==> src/plc_map_pkg.sv <==
package plc_map_pkg;
  localparam logic [4:0] REG_CTRL = 5'h00;
  localparam logic [4:0] REG_POLICY = 5'h01;
  localparam logic [4:0] REG_SCAN_ALL = 5'h02;
  localparam logic [4:0] REG_SCAN_INIT = 5'h03;
  localparam logic [4:0] REG_SCAN_MAIN = 5'h04;
  localparam logic [4:0] REG_LINK_CNT = 5'h05;
  localparam logic [4:0] REG_TABLE_IDX = 5'h06;
  localparam logic [4:0] REG_TABLE_DATA = 5'h07;
  localparam logic [4:0] REG_STATUS = 5'h08;
  localparam logic [4:0] REG_ERRORS = 5'h09;
  localparam logic [4:0] REG_LINK_SHARE = 5'h0a;
  localparam logic [4:0] REG_POINTS = 5'h0b;
  localparam logic [4:0] REG_PAIR_BASE = 5'h10;
  localparam int CTRL_EN2 = 0;
  localparam int CTRL_EN3 = 1;
  localparam int CTRL_LINK2 = 2;
  localparam int CTRL_LINK3 = 3;
  localparam int CTRL_MODE_LSB = 4;
  localparam int CTRL_VERIFY = 8;
  localparam logic [1:0] MODE_SEPARATE = 2'h0;
  localparam logic [1:0] MODE_SINGLE = 2'h1;
  localparam logic [1:0] MODE_COMPAT = 2'h2;
  localparam logic [15:0] OFS_EXT = 16'h0000;
  localparam logic [15:0] OFS_P1 = 16'h4000;
  localparam logic [15:0] OFS_P2 = 16'h8000;
  localparam logic [15:0] OFS_P3 = 16'hc000;
  localparam logic [15:0] P2_WORD0_LOW = 16'ha000;
  localparam int AREA_LSB = 14;
  localparam logic [1:0] AREA_EXT = OFS_EXT[15:14];
  localparam logic [1:0] AREA_P1 = OFS_P1[15:14];
  localparam logic [1:0] AREA_P2 = OFS_P2[15:14];
  localparam logic [1:0] AREA_P3 = OFS_P3[15:14];
  localparam int ENT_PTS_LSB = 8;
  localparam int ENT_PTS_SET = 15;
  localparam logic [6:0] MAX_SLOT_POINTS = 7'h40;
  localparam int SLOTS_PER_RACK = 8;
  localparam int RACKS = 15;
  localparam logic [6:0] SLOT_LAST = 7'(RACKS * SLOTS_PER_RACK - 1);
  localparam logic [5:0] LINK_MAX_TOTAL = 6'h0e;
  localparam logic [3:0] LINK_MAX_PROG = 4'h8;
  localparam int LINK_MEM_KBYTES = 60;
  localparam int KBYTE = 1024;
  localparam logic [15:0] LINK_MEM_BYTES = 16'(LINK_MEM_KBYTES * KBYTE);
  localparam logic [15:0] SCAN_MIN_MS = 16'h0001;
  localparam int CLK_HZ = 50000000;
  localparam int MS_PER_S = 1000;
  localparam int MS_CYCLES = CLK_HZ / MS_PER_S;
  localparam int ERR_SCAN = 0;
  localparam int ERR_IO = 1;
  localparam int ERR_CMD = 2;
  localparam int ERR_DATA = 3;
  localparam int REJ_PAIR = 4;
  localparam int REJ_LINK = 5;
  localparam int REJ_TABLE = 6;
  localparam int PAIR_COUNT = 8;
  localparam logic [15:0] PAIR_RESET_STEP = 16'h0100;
  typedef struct packed {
    logic direct;
    logic [1:0] operand_area;
    logic [15:0] value;
  } xlat_req_t;
  typedef struct packed {
    logic [1:0] area;
    logic [12:0] word;
    logic upper;
    logic fault;
  } xlat_res_t;
  typedef struct packed {
    logic present;
    logic [7:0] type_code;
    logic [6:0] points;
  } probe_t;
endpackage

==> src/plc_indirect_address_map.sv <==
`timescale 1ns/10ps
module plc_indirect_address_map #(
  parameter int MS_CYCLES = plc_map_pkg::MS_CYCLES
) (
  // Clock and reset.
  input wire logic i_clk,
  input wire logic i_reset,
  // Register port.
  input wire logic [4:0] i_addr,
  input wire logic [15:0] i_wdata,
  input wire logic i_write,
  input wire logic i_read,
  output logic [15:0] o_rdata,
  // Address translation.
  input wire logic i_xlat_req,
  input wire plc_map_pkg::xlat_req_t i_xlat,
  input wire logic [1:0] i_exec_prog,
  output logic o_xlat_valid,
  output plc_map_pkg::xlat_res_t o_xlat,
  // Installed module probe.
  output logic [6:0] o_probe_slot,
  input wire plc_map_pkg::probe_t i_probe,
  // Execution events.
  input wire logic i_run,
  input wire logic i_scan_begin,
  input wire logic i_main_begin,
  input wire logic i_scan_end,
  input wire logic i_cmd_error,
  input wire logic i_data_error,
  // Execution control.
  output logic [2:0] o_prog_execute,
  output logic [2:0] o_prog_running,
  output logic o_stop,
  output logic o_verify_busy
);
  typedef enum logic [1:0] {V_IDLE, V_SCAN} verify_state_t;

  logic [15:0] ctrl;
  logic [3:0] policy;
  logic [15:0] scan_all;
  logic [15:0] scan_init;
  logic [15:0] scan_main;
  logic [11:0] link_cnt;
  logic [6:0] table_idx;
  logic [15:0] table_mem [128];
  logic [127:0] table_valid;
  logic [6:0] err;
  logic [15:0] pair_base [plc_map_pkg::PAIR_COUNT];
  verify_state_t vstate;
  logic mismatch_acc;
  logic [12:0] points_sum;
  logic [15:0] div_cnt;
  logic scan_active;
  logic in_main;
  logic [15:0] all_ms;
  logic [15:0] phase_ms;

  ////////////////////////////////////////////////////////////////////////////
  wire wr_ctrl = i_write && i_addr == plc_map_pkg::REG_CTRL;
  wire wr_link = i_write && i_addr == plc_map_pkg::REG_LINK_CNT;
  wire wr_table = i_write && i_addr == plc_map_pkg::REG_TABLE_DATA;
  wire wr_errors = i_write && i_addr == plc_map_pkg::REG_ERRORS;
  wire wr_pair = i_write && i_addr[4:3] == plc_map_pkg::REG_PAIR_BASE[4:3];
  wire [2:0] pair_sel = i_addr[2:0];
  wire [15:0] pair_partner = pair_base[{pair_sel[2:1], ~pair_sel[0]}];
  wire pair_clash = wr_pair && i_wdata == pair_partner;
  wire [1:0] mode = ctrl[plc_map_pkg::CTRL_MODE_LSB +: 2];
  wire [5:0] link_sum = {2'h0, i_wdata[3:0]} + {2'h0, i_wdata[7:4]} + {2'h0, i_wdata[11:8]};
  wire link_bad = link_sum > plc_map_pkg::LINK_MAX_TOTAL ||
    i_wdata[3:0] > plc_map_pkg::LINK_MAX_PROG || i_wdata[7:4] > plc_map_pkg::LINK_MAX_PROG ||
    i_wdata[11:8] > plc_map_pkg::LINK_MAX_PROG;
  wire [5:0] link_total = {2'h0, link_cnt[3:0]} + {2'h0, link_cnt[7:4]} +
    {2'h0, link_cnt[11:8]};
  // Every installed link module starts with an equal slice of the exchange memory.
  wire [15:0] link_share = link_total == 6'h00 ? 16'h0000 :
    16'(plc_map_pkg::LINK_MEM_BYTES / {10'h000, link_total});
  wire table_idx_ok = table_idx <= plc_map_pkg::SLOT_LAST;
  wire table_pts_ok = i_wdata[plc_map_pkg::ENT_PTS_LSB +: 7] <= plc_map_pkg::MAX_SLOT_POINTS;
  wire table_ok = table_idx_ok && table_pts_ok;
  wire [15:0] scan_wval = i_wdata == 16'h0000 ? plc_map_pkg::SCAN_MIN_MS : i_wdata;

  ////////////////////////////////////////////////////////////////////////////
  always_ff @(posedge i_clk) begin
    if (i_reset) begin
      ctrl <= 16'h0000;
      policy <= 4'hf;
      scan_all <= 16'hffff;
      scan_init <= 16'hffff;
      scan_main <= 16'hffff;
      link_cnt <= 12'h000;
      table_idx <= 7'h00;
    end else if (i_write) begin
      case (i_addr)
        plc_map_pkg::REG_CTRL: ctrl <= i_wdata & ~(16'h0001 << plc_map_pkg::CTRL_VERIFY);
        plc_map_pkg::REG_POLICY: policy <= i_wdata[3:0];
        plc_map_pkg::REG_SCAN_ALL: scan_all <= scan_wval;
        plc_map_pkg::REG_SCAN_INIT: scan_init <= scan_wval;
        plc_map_pkg::REG_SCAN_MAIN: scan_main <= scan_wval;
        plc_map_pkg::REG_LINK_CNT: link_cnt <= link_bad ? link_cnt : i_wdata[11:0];
        plc_map_pkg::REG_TABLE_IDX: table_idx <= i_wdata[6:0];
        plc_map_pkg::REG_TABLE_DATA: table_idx <= table_idx + 7'h01;
        default: ;
      endcase
    end
  end

  // The table is plain memory; its valid bits alone carry reset state.
  always_ff @(posedge i_clk) begin
    if (wr_table && table_ok) begin
      table_mem[table_idx] <= i_wdata;
    end
  end

  always_ff @(posedge i_clk) begin
    if (i_reset) begin
      table_valid <= '0;
    end else if (wr_table && table_ok) begin
      table_valid[table_idx] <= 1'b1;
    end
  end

  genvar gp;
  generate
    for (gp = 0; gp < plc_map_pkg::PAIR_COUNT; gp++) begin : g_pair
      always_ff @(posedge i_clk) begin
        if (i_reset) begin
          pair_base[gp] <= 16'(gp) * plc_map_pkg::PAIR_RESET_STEP;
        end else if (wr_pair && !pair_clash && pair_sel == 3'(gp)) begin
          pair_base[gp] <= i_wdata;
        end
      end
      if (gp % 2 == 0) begin : g_chk
        pair_distinct_a: assert property (@(posedge i_clk) disable iff (i_reset)
          pair_base[gp] != pair_base[gp + 1]) else $error("paired bases coincide");
      end
    end
  endgenerate

  ////////////////////////////////////////////////////////////////////////////
  logic chk_mismatch;
  logic [6:0] chk_points;
  wire [15:0] cur_entry = table_mem[o_probe_slot];
  wire cur_valid = table_valid[o_probe_slot];
  wire verify_last = vstate == V_SCAN && o_probe_slot == plc_map_pkg::SLOT_LAST;
  wire verify_fail = verify_last && (mismatch_acc || chk_mismatch);

  slot_check u_slot_check (
    .i_entry(cur_entry),
    .i_valid(cur_valid),
    .i_probe(i_probe),
    .o_mismatch(chk_mismatch),
    .o_points(chk_points)
  );

  // Reset release starts a full sweep, as does a software request.
  always_ff @(posedge i_clk) begin
    if (i_reset) begin
      vstate <= V_SCAN;
      o_probe_slot <= 7'h00;
      mismatch_acc <= 1'b0;
      points_sum <= 13'h0000;
    end else begin
      case (vstate)
        V_IDLE: begin
          if (wr_ctrl && i_wdata[plc_map_pkg::CTRL_VERIFY]) begin
            vstate <= V_SCAN;
            o_probe_slot <= 7'h00;
            mismatch_acc <= 1'b0;
            points_sum <= 13'h0000;
          end
        end
        V_SCAN: begin
          mismatch_acc <= mismatch_acc || chk_mismatch;
          points_sum <= points_sum + {6'h00, chk_points};
          o_probe_slot <= o_probe_slot + 7'h01;
          if (verify_last) begin
            vstate <= V_IDLE;
          end
        end
        default: vstate <= V_IDLE;
      endcase
    end
  end

  assign o_verify_busy = vstate == V_SCAN;

  verify_error_a: assert property (@(posedge i_clk) disable iff (i_reset)
    verify_fail |=> err[plc_map_pkg::ERR_IO] && !o_verify_busy)
    else $error("I/O table mismatch not flagged");

  points_pref_a: assert property (@(posedge i_clk) disable iff (i_reset)
    o_verify_busy && cur_valid && cur_entry[plc_map_pkg::ENT_PTS_SET] |->
    chk_points == cur_entry[plc_map_pkg::ENT_PTS_LSB +: 7]) else $error("points not preferred");

  ////////////////////////////////////////////////////////////////////////////
  wire ms_tick = div_cnt == 16'(MS_CYCLES - 1);
  wire [15:0] phase_limit = in_main ? scan_main : scan_init;
  wire scan_over = scan_active && (all_ms >= scan_all || phase_ms >= phase_limit);

  always_ff @(posedge i_clk) begin
    if (i_reset) begin
      div_cnt <= 16'h0000;
    end else begin
      div_cnt <= ms_tick ? 16'h0000 : div_cnt + 16'h0001;
    end
  end

  // One overrun is reported per scan; the timer then waits for the next scan.
  always_ff @(posedge i_clk) begin
    if (i_reset) begin
      scan_active <= 1'b0;
      in_main <= 1'b0;
      all_ms <= 16'h0000;
      phase_ms <= 16'h0000;
    end else if (i_scan_begin) begin
      scan_active <= 1'b1;
      in_main <= 1'b0;
      all_ms <= 16'h0000;
      phase_ms <= 16'h0000;
    end else begin
      if (i_scan_end || scan_over) begin
        scan_active <= 1'b0;
      end
      if (i_main_begin) begin
        in_main <= 1'b1;
        phase_ms <= 16'h0000;
      end else if (ms_tick && phase_ms != 16'hffff) begin
        phase_ms <= phase_ms + 16'h0001;
      end
      if (ms_tick && all_ms != 16'hffff) begin
        all_ms <= all_ms + 16'h0001;
      end
    end
  end

  scan_min_a: assert property (@(posedge i_clk) disable iff (i_reset)
    scan_all >= plc_map_pkg::SCAN_MIN_MS && scan_init >= plc_map_pkg::SCAN_MIN_MS &&
    scan_main >= plc_map_pkg::SCAN_MIN_MS) else $error("scan limit below one");

  ////////////////////////////////////////////////////////////////////////////
  wire [6:0] err_set = {wr_table && !table_ok, wr_link && link_bad, pair_clash,
    i_data_error, i_cmd_error, verify_fail, scan_over};
  wire [6:0] err_clr = wr_errors ? i_wdata[6:0] : 7'h00;

  // A new event wins over a clear in the same cycle.
  always_ff @(posedge i_clk) begin
    if (i_reset) begin
      err <= 7'h00;
    end else begin
      err <= (err & ~err_clr) | err_set;
    end
  end

  assign o_stop = |(err[3:0] & policy);
  assign o_prog_execute = {ctrl[plc_map_pkg::CTRL_EN3], ctrl[plc_map_pkg::CTRL_EN2], 1'b1};
  assign o_prog_running[0] = !o_stop && i_run;
  assign o_prog_running[1] = !o_stop && o_prog_execute[1] &&
    (i_run || !ctrl[plc_map_pkg::CTRL_LINK2]);
  assign o_prog_running[2] = !o_stop && o_prog_execute[2] &&
    (i_run || !ctrl[plc_map_pkg::CTRL_LINK3]);

  stop_policy_a: assert property (@(posedge i_clk) disable iff (i_reset)
    scan_over && policy[plc_map_pkg::ERR_SCAN] |=> o_stop && o_prog_running == 3'h0)
    else $error("scan overrun did not stop");

  prog_one_a: assert property (@(posedge i_clk) disable iff (i_reset)
    o_prog_execute[0] && (o_prog_running[0] == (i_run && !o_stop)))
    else $error("program one not fixed");

  link_limit_a: assert property (@(posedge i_clk) disable iff (i_reset)
    wr_link && link_bad |=> $stable(link_cnt) && err[plc_map_pkg::REJ_LINK])
    else $error("link limit not enforced");

  ////////////////////////////////////////////////////////////////////////////
  wire [1:0] tgt_raw = i_xlat.value[15:plc_map_pkg::AREA_LSB];
  wire [1:0] tgt_area = i_xlat.direct ? i_exec_prog : tgt_raw;
  // A common data area folds every program target onto the first one.
  wire [1:0] map_area = (mode == plc_map_pkg::MODE_SINGLE && tgt_area != plc_map_pkg::AREA_EXT)
    ? plc_map_pkg::AREA_P1 : tgt_area;
  wire operand_bad = !i_xlat.direct && i_xlat.operand_area != tgt_raw;
  wire exec_bad = i_xlat.direct && i_exec_prog == plc_map_pkg::AREA_EXT;
  wire compat_bad = mode == plc_map_pkg::MODE_COMPAT && tgt_area != plc_map_pkg::AREA_P1;

  always_ff @(posedge i_clk) begin
    if (i_reset) begin
      o_xlat_valid <= 1'b0;
      o_xlat <= '0;
    end else begin
      o_xlat_valid <= i_xlat_req;
      if (i_xlat_req) begin
        o_xlat.area <= map_area;
        o_xlat.word <= i_xlat.value[13:1];
        o_xlat.upper <= i_xlat.value[0];
        o_xlat.fault <= operand_bad || exec_bad || compat_bad;
      end
    end
  end

  area_select_a: assert property (@(posedge i_clk) disable iff (i_reset)
    i_xlat_req && !i_xlat.direct && mode == plc_map_pkg::MODE_SEPARATE |=>
    o_xlat_valid && o_xlat.area == $past(i_xlat.value[15:14])) else $error("wrong area");

  location_a: assert property (@(posedge i_clk) disable iff (i_reset)
    i_xlat_req |=> {o_xlat.word, o_xlat.upper} == $past(i_xlat.value[13:0]))
    else $error("wrong location");

  operand_area_a: assert property (@(posedge i_clk) disable iff (i_reset)
    i_xlat_req && !i_xlat.direct && i_xlat.operand_area != i_xlat.value[15:14] |=>
    o_xlat.fault) else $error("foreign operand accepted");

  p2_word0_a: assert property (@(posedge i_clk) disable iff (i_reset)
    i_xlat_req && !i_xlat.direct && i_xlat.value == plc_map_pkg::P2_WORD0_LOW &&
    i_xlat.operand_area == plc_map_pkg::AREA_P2 && mode == plc_map_pkg::MODE_SEPARATE |=>
    o_xlat.area == plc_map_pkg::AREA_P2 && o_xlat.word == plc_map_pkg::P2_WORD0_LOW[13:1] &&
    !o_xlat.upper && !o_xlat.fault) else $error("program two word zero missed");

  direct_area_a: assert property (@(posedge i_clk) disable iff (i_reset)
    i_xlat_req && i_xlat.direct && mode == plc_map_pkg::MODE_SEPARATE |=>
    o_xlat.area == $past(i_exec_prog)) else $error("direct not own area");

  ////////////////////////////////////////////////////////////////////////////
  wire [15:0] read_mux =
    i_addr == plc_map_pkg::REG_CTRL ? ctrl :
    i_addr == plc_map_pkg::REG_POLICY ? {12'h000, policy} :
    i_addr == plc_map_pkg::REG_SCAN_ALL ? scan_all :
    i_addr == plc_map_pkg::REG_SCAN_INIT ? scan_init :
    i_addr == plc_map_pkg::REG_SCAN_MAIN ? scan_main :
    i_addr == plc_map_pkg::REG_LINK_CNT ? {4'h0, link_cnt} :
    i_addr == plc_map_pkg::REG_TABLE_IDX ? {9'h000, table_idx} :
    i_addr == plc_map_pkg::REG_STATUS ? {12'h000, in_main, scan_active, o_stop, o_verify_busy} :
    i_addr == plc_map_pkg::REG_ERRORS ? {9'h000, err} :
    i_addr == plc_map_pkg::REG_LINK_SHARE ? link_share :
    i_addr == plc_map_pkg::REG_POINTS ? {3'h0, points_sum} :
    wr_pair || i_addr[4:3] == plc_map_pkg::REG_PAIR_BASE[4:3] ? pair_base[pair_sel] :
    16'h0000;

  always_ff @(posedge i_clk) begin
    if (i_reset) begin
      o_rdata <= 16'h0000;
    end else begin
      o_rdata <= i_read ? read_mux : 16'h0000;
    end
  end
endmodule

==> src/slot_check.sv <==
`timescale 1ns/10ps
module slot_check (
  // Configured entry.
  input wire logic [15:0] i_entry,
  input wire logic i_valid,
  // Installed module.
  input wire plc_map_pkg::probe_t i_probe,
  // Result.
  output logic o_mismatch,
  output logic [6:0] o_points
);
  wire type_ok = i_entry[7:0] == i_probe.type_code;
  // A configured slot without a module, or a module without a setting, both fail.
  assign o_mismatch = (i_valid != i_probe.present) || (i_valid && !type_ok);
  // An empty slot adds no points unless its entry sets a count, whatever its probe lines happen to show.
  assign o_points = (i_valid && i_entry[plc_map_pkg::ENT_PTS_SET]) ?
    i_entry[plc_map_pkg::ENT_PTS_LSB +: 7] :
    (i_probe.present ? i_probe.points : 7'h00);
endmodule
==> config.mk <==
export PLATFORM = sky130hd
export DESIGN_NAME = plc_indirect_address_map
export DESIGN_NICKNAME = d
export VERILOG_FILES = /design/src/plc_map_pkg.sv /design/src/plc_indirect_address_map.sv /design/src/slot_check.sv
export SDC_FILE = /design/constraint.sdc
export NUM_CORES = 2
export LEC_CHECK = 0
export BUFFER_PORTS_ARGS = -buffer_cell sky130_fd_sc_hd__buf_4
export CORE_MARGIN = 2
export CORE_UTILIZATION = 36
export CTS_BUF_LIST = sky130_fd_sc_hd__clkbuf_16
export DETAILED_ROUTE_END_ITERATION = 8
export SKIP_LAST_GASP = 1
export SYNTH_ARGS = -nofsm -noshare
export SYNTH_HDL_FRONTEND = slang
export SYNTH_SLANG_ARGS = --single-unit
==> constraint.sdc <==
create_clock -name i_clk -period 63.2 [get_ports i_clk]
set_input_delay 6.32 -clock i_clk [delete_from_list [all_inputs] [get_ports i_clk]]
set_output_delay 6.32 -clock i_clk [all_outputs]
set_load 0.01 [all_outputs]
==> results.py <==
metrics = {
    "outcome": {
        "run_status": "finished, final reports clean",
    },
    "place": {
        "dpl.hpwl_um": 177000,
        "finalWeightedCongestion": 0.839,
        "setup_slack_at_placement_ns": 32.09,
        "detailed_place.area_mm2": 0.112,
        "numPortBuffers": 116,
    },
    "floorplan": {
        "initial_utilization": 0.362,
        "die_h_um": 545,
        "die_width_um": 545,
        "placementRows": 198,
        "ios": 118,
        "coreArea_mm2": 0.291,
        "die-area_mm2": 0.297,
    },
    "logic_synthesis": {
        "synthArstFlopShare": 0,
        "synth_top_cell_by_area": "sky130_fd_sc_hd__edfxtp_1",
        "yosys_warnings": 0,
        "synth.lib_cells_used.distinct": 114,
        "postSynthRegisterBits": 2510,
        "synth_top_area_share": 0.620,
        "synth_enable_flop_cells": 2176,
        "postSynthAreaPerCell_um2": 17.9,
        "synthesized_instance_count": 5884,
        "post_synth_instance_area_mm2": 0.105,
        "synth_sequential_area_ratio": 0.683,
        "postSynth.topFlopCell": "sky130_fd_sc_hd__edfxtp_1",
        "synthTopCellsByArea": "sky130_fd_sc_hd__edfxtp_1, sky130_fd_sc_hd__mux4_2, sky130_fd_sc_hd__dfxtp_1, sky130_fd_sc_hd__ha_1, sky130_fd_sc_hd__nor2_1",
    },
    "cts": {
        "cts_setup_buffers": 0,
        "worst_skew_pair.late_latency_ns": 0.85,
        "post_cts_resize_count": 0,
        "cts.hold.buffers_added": 0,
        "tritoncts.num_buffers": 269,
        "cts.sink_count": 2510,
        "htree_depth": 5,
        "ctsRootBufferMaster": "sky130_fd_sc_hd__clkbuf_16",
        "tritoncts_clock_tree": "done",
        "clock_path_buffers": 4,
        "clk_transition_reported_paths_ns": 0.06,
    },
    "flow_run": {
        "maximum_capacitance_violations": 0,
    },
    "drt": {
        "avgRoutedWirePerCell_um": 27.4,
        "via_per_inst": 5.56,
        "drt_iter0_markers": 6664,
        "drt.antenna.violating_nets": 0,
        "tritonroute_pass_1_iters": 8,
        "route.vias.total": 57700,
        "routed_wl_um": 285000,
        "drt_drc_violations_left": 0,
    },
    "sta": {
        "worst-slew-pin-transition_ns": 1.22,
        "achievable_frequency_ghz": 0.0318,
        "period_share": 0.497,
        "finalWorstPathRequiredPeriod_ns": 31.40,
        "maxSlewHeadroom": 0.182,
        "rsz0062_at_grt": "false",
        "drv_slew": 0,
        "final-hold-violation-count": 0,
        "clock_skew_ns": 0.0509,
        "timing.final.setup_violations": 0,
        "totalNegativeSetupSlack_ns": 0,
        "finalWorstSetupSlack_ns": 31.80,
    },
    "power_and_ir_drop": {
        "irDropWorstVdd_mv": 0.0225,
        "power-per-cell-area_mw_per_mm2": 30.5,
        "p_leak_nw": 38.9,
    },
    "final_layout": {
        "synthToLayoutAreaGrowth_pct": 14.9,
        "utilization_of_the_core_after_routing": 0.416,
        "fin_area_mm2": 0.121,
        "post_route_cells_drive_above_1_share": 0.259,
        "nets": 6460,
        "nFillCells": 25700,
    },
    "setup_path": {
        "critical-path-max-stage-delay_ns": 0.59,
        "critical_path_required_ns": 63.89,
        "worst_setup_path_start_kind": "register",
        "category_of_the_worst_setup_path_capture_point": "register",
        "critPathSlowestCell": "sky130_fd_sc_hd__nor4_4",
        "critPathArrivalTime_ns": 32.09,
        "timing.critical_path.fanout_max": 18,
        "criticalPathCategory": "register to register",
        "critPathMostFrequentCell": "sky130_fd_sc_hd__o21a_1",
    },
    "hold_path": {
        "hold_path.class": "register to register",
    },
    "grt": {
        "grt_first_pass_wirelength_um": 413000,
        "globalRouteTotalUtil": 0.188,
        "number_of_global_route_vias_before_repair": 57800,
        "grt_start_max_net_pins": 99,
        "grt_overflow_total": 0,
        "initial_antenna_violation_count": 16,
    },
}
## synthesized netlist by cell type (104+ instances only)
cell type,number
sky130_fd_sc_hd__nor2_1,341
sky130_fd_sc_hd__dfxtp_1,334
sky130_fd_sc_hd__ha_1,113
sky130_fd_sc_hd__and2_1,104
sky130_fd_sc_hd__mux4_2,777
sky130_fd_sc_hd__edfxtp_1,2176
sky130_fd_sc_hd__mux2i_1,109
sky130_fd_sc_hd__nand2_1,231
sky130_fd_sc_hd__o21a_1,153
sky130_fd_sc_hd__nand3_1,125
sky130_fd_sc_hd__clkbuf_1,232
sky130_fd_sc_hd__o21ai_0,125
sky130_fd_sc_hd__a21oi_1,117
## layout by cell type, fill, tap and decap left out, types with 16 or more instances in the layout
cell type	instances
sky130_fd_sc_hd__nor2_1	252
sky130_fd_sc_hd__o211ai_1	30
sky130_fd_sc_hd__nor2b_1	54
sky130_fd_sc_hd__and3_1	20
sky130_fd_sc_hd__nand3_1	124
sky130_fd_sc_hd__or2_2	16
sky130_fd_sc_hd__clkinv_2	44
sky130_fd_sc_hd__nor3_1	87
sky130_fd_sc_hd__and2_1	104
sky130_fd_sc_hd__o21a_1	153
sky130_fd_sc_hd__or3_1	29
sky130_fd_sc_hd__inv_1	96
sky130_fd_sc_hd__conb_1	129
sky130_fd_sc_hd__mux2i_1	109
sky130_fd_sc_hd__bufinv_16	27
sky130_fd_sc_hd__nor2_2	77
sky130_fd_sc_hd__mux4_2	777
sky130_fd_sc_hd__edfxtp_1	2176
sky130_fd_sc_hd__nand2b_1	54
sky130_fd_sc_hd__clkbuf_16	285
sky130_fd_sc_hd__a21oi_1	117
sky130_fd_sc_hd__nand2_1	231
sky130_fd_sc_hd__ha_1	113
sky130_fd_sc_hd__a21o_1	38
sky130_fd_sc_hd__a31oi_1	16
sky130_fd_sc_hd__o21ai_0	117
sky130_fd_sc_hd__dfxtp_1	326
sky130_fd_sc_hd__a22oi_1	28
sky130_fd_sc_hd__o21ai_1	16
sky130_fd_sc_hd__xnor2_1	62
sky130_fd_sc_hd__clkinv_1	53
sky130_fd_sc_hd__mux2_2	21
sky130_fd_sc_hd__buf_4	319
sky130_fd_sc_hd__nand4_1	19
sky130_fd_sc_hd__xor2_1	60
## sequential cells by signal, indices dropped and copies added, names as in the netlist, 17 cells and up, named ones only
signal	count
table_mem	2048
table_valid	128
pair_base	128
o_xlat	17
## critical path: cells and delay by family, from the launching register on
family          cells  cell delay (ns)
compound gates     65            14.55
fa+ha+maj          17             5.80
buf+inv             4             0.28
flops               1             0.36
mux                 6             2.02
simple gates       35             8.21
## worst paths after layout
kind                       startpoint               endpoint  slack [ns]  depth (start not counted)
min reg2reg     ctrl[10]$_SDFFE_PP0P_  ctrl[10]$_SDFFE_PP0P_        0.46                          2
max reg2reg  link_cnt[1]$_SDFFE_PP0P_  o_rdata[0]$_SDFF_PP0_       31.80                        127
max          link_cnt[1]$_SDFFE_PP0P_  o_rdata[0]$_SDFF_PP0_       31.80                        127
min             ctrl[10]$_SDFFE_PP0P_  ctrl[10]$_SDFFE_PP0P_        0.46                          2
## cells by family (layout without fill, tap and decap cells)
logic type / count (synthesis) / after routing / share of synthesized area
AOI/OAI and AO/OA: 664 / 664 / 0.0436
xor gates and xnor gates: 122 / 122 / 0.0101
adders and majority gates: 124 / 124 / 0.0155
buffers and inverters: 398 / 860 / 0.0144
DFF: 2510 / 2510 / 0.683
muxes: 912 / 912 / 0.179
other: 2 / 140 / 0.0000712
and+or+nand+nor: 1152 / 1152 / 0.0540
## cell type report
| cell class | instances | area (um^2) | area share |
|---|---|---|---|
| timing repair buffer | 323 | 2470 | 0.0204 |
| multi-input combinational | 3103 | 32700 | 0.270 |
| tap | 3900 | 4880 | 0.0403 |
| sequential | 2510 | 72100 | 0.595 |
| antenna | 11 | 27.5 | 0.000227 |
| clock buffer | 285 | 7130 | 0.0589 |
| clock inverter | 192 | 1620 | 0.0134 |
| inverter | 60 | 230 | 0.00190 |
## report_power, final
group | leakage [nW] | total [mW] | internal [mW] | switching, mW
Sequential | 22.4 | 1.82 | 1.81 | 0.0106
Clock | 4.44 | 1.57 | 0.926 | 0.648
Combinational | 12.1 | 0.293 | 0.119 | 0.174
Total | 38.9 | 3.69 | 2.86 | 0.832
## through the flow
step	std cells	hold WS, ns	power (mW)
final	10400	0.459	3.69
after global routing	10400	0.469	3.80
after CTS	10400	0.461	3.72
after detailed placement	9896	0.448	2.15
after global placement	9896	0.441	2.15
after floorplan	6011	0.430	2.04
## per-layer routing
metal / vias to the layer above / part of all wire / GRT usage
met4: 8 / 0.025 / 0.0502
met1: 30700 / 0.42 / 0.262
li1: 24400 / - / -
met5: - / 0.00018 / 0
met2: 2196 / 0.48 / 0.306
met3: 385 / 0.074 / 0.0322
Power figures use the tool's default switching activity.
